[src/rtl/pwc_pkg.sv]
// Purpose: Shared constants and types for the multi-channel PWM counter.
// Assumes: One 100 MHz clock, no software-visible registers.
// Notes: Control arrives as plain ports grouped in packed structs.
// How it works
// - Enabling a center-aligned channel raises its event flag at once.
// - The counter runs 0 to period in the first period, then 1 to period.
// - A zero period written through the update port is ignored.
// - A channel disabled mid-period reports enabled until that period ends.
package pwc_pkg;

    // ------------------------------------------------------------
    // Constants
    // ------------------------------------------------------------
    localparam int unsigned PWC_CNT_W = 16;
    localparam logic [15:0] PWC_CNT_FIRST = 16'h0000;
    localparam logic [15:0] PWC_CNT_RESTART = 16'h0001;
    localparam logic [15:0] PWC_PERIOD_RST = 16'h0000;
    localparam logic [15:0] PWC_ZERO_PERIOD = 16'h0000;

    // ------------------------------------------------------------
    // Types
    // ------------------------------------------------------------
    typedef struct packed {
        logic enable;
        logic disable_req;
        logic center_align_select;
        logic tick;
        logic upd_valid;
        logic [15:0] upd_period;
    } pwc_ctrl_t;

    typedef struct packed {
        logic channel_enable_status_bit;
        logic event_pulse;
        logic period_end;
        logic [15:0] count;
    } pwc_stat_t;

endpackage

[src/rtl/pwc_chan.sv]
// Purpose: One PWM channel: period counter, enable status and events.
// Assumes: Ticks are one-cycle pulses in the system clock domain.
// Notes: Update values take effect at the next period boundary.
`timescale 1ns/1ps
module pwc_chan
(
    // Clock and reset
    input wire logic i_sys_clk,
    input wire logic i_nrst,
    // Control
    input wire pwc_pkg::pwc_ctrl_t i_ctrl,
    // Status
    output pwc_pkg::pwc_stat_t o_stat
);

    typedef enum logic [1:0] {
        PWC_IDLE = 2'b00,
        PWC_RUN = 2'b01,
        PWC_DRAIN = 2'b10
    } pwc_state_t;

    pwc_state_t state_q, state_d;
    logic [15:0] cnt_q, cnt_d;
    logic [15:0] per_q, per_d;
    logic [15:0] pend_q, pend_d;
    logic pend_v_q, pend_v_d;
    logic ev_q, ev_d;
    logic end_q, end_d;
    logic wrap;

    assign wrap = i_ctrl.tick && (cnt_q >= per_q);

    // -------------------------------------------------------------
    // Next-state logic
    // -------------------------------------------------------------
    // A disable only stops the counter at the boundary, so status lags.
    always_comb
    begin
        state_d = state_q;
        cnt_d = cnt_q;
        per_d = per_q;
        pend_d = pend_q;
        pend_v_d = pend_v_q;
        ev_d = 1'b0;
        end_d = 1'b0;
        // A zero period would make the wrap compare fire on every tick, so it is dropped.
        if (i_ctrl.upd_valid && i_ctrl.upd_period != pwc_pkg::PWC_ZERO_PERIOD)
        begin
            pend_d = i_ctrl.upd_period;
            pend_v_d = 1'b1;
        end
        unique case (state_q)
            PWC_IDLE:
            begin
                if (i_ctrl.enable)
                begin
                    state_d = PWC_RUN;
                    cnt_d = pwc_pkg::PWC_CNT_FIRST;
                    ev_d = i_ctrl.center_align_select;
                end
            end
            PWC_RUN, PWC_DRAIN:
            begin
                if (i_ctrl.disable_req && state_q == PWC_RUN)
                begin
                    state_d = PWC_DRAIN;
                end
                if (wrap)
                begin
                    end_d = 1'b1;
                    ev_d = !i_ctrl.center_align_select;
                    cnt_d = pwc_pkg::PWC_CNT_RESTART;
                    if (pend_v_d)
                    begin
                        per_d = pend_d;
                        pend_v_d = 1'b0;
                    end
                    if (state_q == PWC_DRAIN || i_ctrl.disable_req)
                    begin
                        state_d = PWC_IDLE;
                    end
                end
                else if (i_ctrl.tick)
                begin
                    cnt_d = cnt_q + 16'h0001;
                end
            end
            default:
            begin
                state_d = PWC_IDLE;
            end
        endcase
    end

    // -------------------------------------------------------------
    // Registers
    // -------------------------------------------------------------
    always_ff @(posedge i_sys_clk or negedge i_nrst)
    begin
        if (!i_nrst)
        begin
            state_q <= PWC_IDLE;
            cnt_q <= pwc_pkg::PWC_CNT_FIRST;
            per_q <= pwc_pkg::PWC_PERIOD_RST;
            pend_q <= pwc_pkg::PWC_PERIOD_RST;
            pend_v_q <= 1'b0;
            ev_q <= 1'b0;
            end_q <= 1'b0;
        end
        else
        begin
            state_q <= state_d;
            cnt_q <= cnt_d;
            per_q <= per_d;
            pend_q <= pend_d;
            pend_v_q <= pend_v_d;
            ev_q <= ev_d;
            end_q <= end_d;
        end
    end

    // Status outputs come from flip-flops.
    assign o_stat.channel_enable_status_bit = (state_q != PWC_IDLE);
    assign o_stat.event_pulse = ev_q;
    assign o_stat.period_end = end_q;
    assign o_stat.count = cnt_q;

endmodule

[src/rtl/pwc_top.sv]
// Purpose: Multi-channel PWM counter block with per-channel status.
// Assumes: Period loads arrive only on the update port.
// Notes: Waveform comparators sit outside this block.
`timescale 1ns/1ps
module pwc_top
#(
    parameter int unsigned NUM_CH = 7
)
(
    // Clock and reset
    input wire logic i_sys_clk,
    input wire logic i_nrst,
    // Per-channel control
    input wire pwc_pkg::pwc_ctrl_t [NUM_CH-1:0] i_ctrl,
    // Per-channel status
    output pwc_pkg::pwc_stat_t [NUM_CH-1:0] o_stat
);

    // -------------------------------------------------------------
    // Channels
    // -------------------------------------------------------------
    // Channels are independent; each gets its own counter instance.
    for (genvar g = 0; g < NUM_CH; g++)
    begin : g_ch
        pwc_chan u_chan
        (
            .i_sys_clk(i_sys_clk),
            .i_nrst(i_nrst),
            .i_ctrl(i_ctrl[g]),
            .o_stat(o_stat[g])
        );
    end

endmodule

[config.mk]
export PLATFORM = sky130hd
export DESIGN_NAME = pwc_top
export DESIGN_NICKNAME = d
export VERILOG_FILES = /design/src/rtl/pwc_pkg.sv /design/src/rtl/pwc_chan.sv /design/src/rtl/pwc_top.sv
export SDC_FILE = /design/constraint.sdc
export NUM_CORES = 1
export LEC_CHECK = 0
export BUFFER_PORTS_ARGS = -buffer_cell sky130_fd_sc_hd__buf_4
export CORE_UTILIZATION = 45
export CTS_BUF_LIST = sky130_fd_sc_hd__clkbuf_8
export CTS_CLUSTER_DIAMETER = 30
export DETAILED_ROUTE_END_ITERATION = 12
export GPL_TIMING_DRIVEN = 0
export HOLD_SLACK_MARGIN = 0.12
export PLACE_DENSITY = 0.65
export SYNTH_ARGS = -nofsm -noshare
export SYNTH_HDL_FRONTEND = slang
export SYNTH_SLANG_ARGS = --single-unit
export TNS_END_PERCENT = 1
[constraint.sdc]
create_clock -name i_sys_clk -period 4.1 [get_ports i_sys_clk]
set_input_delay 0.82 -clock i_sys_clk [delete_from_list [all_inputs] [get_ports i_sys_clk]]
set_output_delay 0.82 -clock i_sys_clk [all_outputs]
set_load 0.02 [all_outputs]
==> flow_summary.ini <==
[placement]
finalWeightedCongestion = 0.894
post-place-cells = 2709
io_buffers = 280
dpl.hpwl_mm = 35.4
placedInstanceArea_mm2 = 0.0224

[critical_path]
r2r-start = g_ch[3].u_chan.cnt_q[14]
worst_setup_path_end_kind = register
r2r-end = g_ch[3].u_chan.per_q[11]
cp.required_ns = 4.63
critical_path_class = reg -> reg
crit_path_start_kind = register
critical_path.max_fanout = 10
crit_start = g_ch[3].u_chan.cnt_q[14]
reg2reg_slack_ns = 0.71
worst-endpoint-arrival_ns = 3.92
setup.worst_path.end = g_ch[3].u_chan.per_q[11]
reg2reg_depth = 9

[clock_network]
cts_sinks = 371
clock_insertion_delay_worst_skew_ns = 0.67
cts.root.buffer_cell = sky130_fd_sc_hd__clkbuf_8
cts_tree = yes
cts-buffers-inserted = 94
postCtsSetupBuffers = 0
cts.reportedPaths.clkPinSlew_ns = 0.06
clock_tree.htree_level_count = 3
cts_max_path_buffers = 3

[power_and_ir_drop]
combinationalPowerShare = 0.276
p_leak_nw = 11.9
max-vdd-ir-drop_mv = 0.357
cell_internal_pwr_w = 0.00899
power_density_mw_per_mm2 = 548
clock_power_share = 0.377
netSwitchingFraction = 0.332
share_seq_of_total_power = 0.347
total_switching_power_w = 0.00446

[synth]
yosysTopAreaCellShare = 0.477
sequential_share_of_the_synthesized_area = 0.477
syn-num-nets = 2145
post_synth_fa_ha_maj_area_fraction = 0.0946
synth_top_area_cell = sky130_fd_sc_hd__dfrtp_1
post_synth_and_or_nand_nor_area_fraction = 0.136
synth-xor-area-share = 0.00270
asr_flop_ratio_synth = 1.00
postSynthRegisterBits = 371
syn-mean-instance-area_um2 = 10.5
yosys-top-cells-area = sky130_fd_sc_hd__dfrtp_1, sky130_fd_sc_hd__mux2_2, sky130_fd_sc_hd__ha_1
synth_top_family_by_area = simple AND/OR/NAND/NOR gates
post_synth_instance_area_mm2 = 0.0194
yosys_warnings = 0
yosysUniqueCellTypes = 69
synth-compound-area-share = 0.126
dominantRegCellSynth = sky130_fd_sc_hd__dfrtp_1
synth_edf_count = 0
postSynthCellCount = 1849
synth.mux.area_fraction = 0.113

[timing]
hold_slack_ns = 0.344
worstMarginPinSlew_ns = 1.17
timing.final.crit_share = 0.826
layout_min_cycle_time_ns = 3.39
timing.clock.skew_ns = 0.0341
timing.final.setup_violations = 0
max-slew-margin-rel = 0.211
slew_viol_final = 0
final_hold_viol_count = 0
max_freq_mhz = 295
rsz0062_at_grt = no

[finish]
multi_input_area_mm2 = 0.00919
nNetsFinal = 2525
antenna_cell_count = 0
syn_to_layout_area_delta_pct = 26.1
finish.instance_area_mm2 = 0.0245
final_cell_mix = sky130_fd_sc_hd__dfrtp_1, sky130_fd_sc_hd__buf_4, sky130_fd_sc_hd__inv_1
fillerInstances = 3648
seq_area_mm2 = 0.00928
finalCoreUtilization = 0.579
finish.cell_count_without_fillers = 2881
post_route_cells_drive_above_1_share = 0.288
mostFrequentLayoutCell = sky130_fd_sc_hd__dfrtp_1

[grt]
grt_pass1_wl_mm = 78.6
gr_ovfl_total = 0
first_global_vias = 15574
track_usage = 0.221
antenna_found_initial = 0
grt_start_max_net_pins = 115

[floorplan]
die_area_mm2 = 0.0441
die_h_um = 210
ios = 282
die_x_um = 210
fp-row-count = 75
initial_utilization = 0.460
core-area_mm2 = 0.0423

[worst_hold_path]
holdPathStages = 2
min-delay-path-class = in -> reg

[drt]
routed_via_density = 5.36
post-route-drc-count = 0
vias = 15447
first_iteration_detailed_routing_drc_count = 870
route.antenna.remaining_nets = 0
detail_route.first_pass.iterations = 5
avgRoutedWirePerCell_um = 16.6
finalWirelength_mm = 47.9

[outcome]
run_status = finished clean

[run]
maxCapViolations = 0
==> flip-flops by register name (all words and copies together) (netlist names) <==
register              count
g_ch.u_chan.per_q       112
g_ch.u_chan.cnt_q       112
g_ch.u_chan.end_q         7
g_ch.u_chan.ev_q          7
g_ch.u_chan.state_q      14
g_ch.u_chan.pend_q      112
g_ch.u_chan.pend_v_q      7
==> critical path: stages, from the launching register on <==
cell                      delay [ns]
sky130_fd_sc_hd__dfrtp_1        0.46
sky130_fd_sc_hd__ha_1           0.37
sky130_fd_sc_hd__nand4_2        0.11
sky130_fd_sc_hd__or3_4          0.42
sky130_fd_sc_hd__or4_1          0.59
sky130_fd_sc_hd__and3b_1        0.22
sky130_fd_sc_hd__buf_6          0.13
sky130_fd_sc_hd__nor3_4         0.42
sky130_fd_sc_hd__buf_12         0.21
sky130_fd_sc_hd__mux2_4         0.30
==> logic make-up (layout without fill, tap and decap cells) <==
group | Yosys count | in the layout
AOI/OAI and AO/OA | 393 | 393
xor gates and xnor gates | 6 | 6
adders and majority gates | 147 | 147
buffers and inverters | 236 | 691
DFF | 371 | 371
muxes | 192 | 192
and+or+nand+nor | 504 | 504
==> worst min path at each step <==
stage / startpoint / end / slack (ns)
after floorplan: g_ch[0].u_chan.pend_v_q / g_ch[0].u_chan.pend_v_q / 0.45
after global placement: g_ch[0].u_chan.pend_v_q / g_ch[0].u_chan.pend_v_q / 0.47
after detailed placement: g_ch[0].u_chan.pend_v_q / g_ch[0].u_chan.pend_v_q / 0.48
final: i_ctrl[144] / g_ch[6].u_chan.ev_q / 0.34
after CTS: i_ctrl[144] / g_ch[6].u_chan.ev_q / 0.29
after global routing: i_ctrl[144] / g_ch[6].u_chan.ev_q / 0.30
==> cells in the mapped netlist (6+ instances only) <==
| library cell | count |
|---|---|
| sky130_fd_sc_hd__dfrtp_1 | 371 |
| sky130_fd_sc_hd__inv_1 | 180 |
| sky130_fd_sc_hd__mux2_2 | 179 |
| sky130_fd_sc_hd__ha_1 | 147 |
| sky130_fd_sc_hd__nand2_1 | 137 |
| sky130_fd_sc_hd__o21ai_0 | 110 |
| sky130_fd_sc_hd__a21oi_1 | 101 |
| sky130_fd_sc_hd__nor2_1 | 62 |
| sky130_fd_sc_hd__nand3_1 | 53 |
| sky130_fd_sc_hd__a31oi_1 | 50 |
| sky130_fd_sc_hd__and3_1 | 39 |
| sky130_fd_sc_hd__nor4_1 | 39 |
| sky130_fd_sc_hd__nand2b_1 | 37 |
| sky130_fd_sc_hd__clkbuf_1 | 33 |
| sky130_fd_sc_hd__a21o_1 | 29 |
| sky130_fd_sc_hd__nor3_1 | 29 |
| sky130_fd_sc_hd__nand4_1 | 21 |
| sky130_fd_sc_hd__or3_1 | 20 |
| sky130_fd_sc_hd__a41oi_1 | 14 |
| sky130_fd_sc_hd__buf_4 | 14 |
| sky130_fd_sc_hd__and2_1 | 13 |
| sky130_fd_sc_hd__nor3b_1 | 13 |
| sky130_fd_sc_hd__o211ai_1 | 13 |
| sky130_fd_sc_hd__and4_1 | 11 |
| sky130_fd_sc_hd__o21a_1 | 11 |
| sky130_fd_sc_hd__a22o_1 | 10 |
| sky130_fd_sc_hd__mux2_4 | 10 |
| sky130_fd_sc_hd__a2111oi_0 | 8 |
| sky130_fd_sc_hd__nor2b_1 | 8 |
| sky130_fd_sc_hd__o41ai_1 | 7 |
| sky130_fd_sc_hd__nand4b_1 | 6 |
==> power groups by stage <==
stage / Clock, W / Sequential [W] / Combinational (W)
2_1_floorplan: 0 / 0.00469 / 0.00252
3_3_place_gp: 0 / 0.00470 / 0.00356
3_5_place_dp: 0 / 0.00473 / 0.00370
4_1_cts: 0.00519 / 0.00468 / 0.00372
5_1_grt: 0.00539 / 0.00476 / 0.00418
6_report: 0.00507 / 0.00467 / 0.00370
==> metrics by stage <==
stage,TNS [ns],total power [W],worst slack (ns)
5_1_grt,0,0.0143,0.416
4_1_cts,0,0.0136,0.705
3_3_place_gp,-511.34,0.00826,-1.44
2_1_floorplan,0,0.00721,0.965
3_5_place_dp,0,0.00843,0.620
6_report,0,0.0134,0.712
==> area by class of cell <==
cell class / count / share of cell area
Timing Repair Buffer: 284 / 0.0898
Clock buffer: 107 / 0.0601
Clock inverter: 64 / 0.0276
Buffer: 56 / 0.0121
Tap cell: 577 / 0.0294
Inverter: 180 / 0.0276
Sequential cell: 371 / 0.379
Multi-Input combinational cell: 1242 / 0.375
==> what timing repair did <==
item	4_1_cts	5_1_grt
hold buffers	1	0
resized for setup	0	0
endpoints found under the hold margin	57	0
==> routing by layer <==
layer	track usage	wire [um]
met1	0.289	21500
met5	0	0
met2	0.356	22600
met3	0.0569	2780
met4	0.0753	1100
No activity file was read; power rests on OpenSTA's default activity.
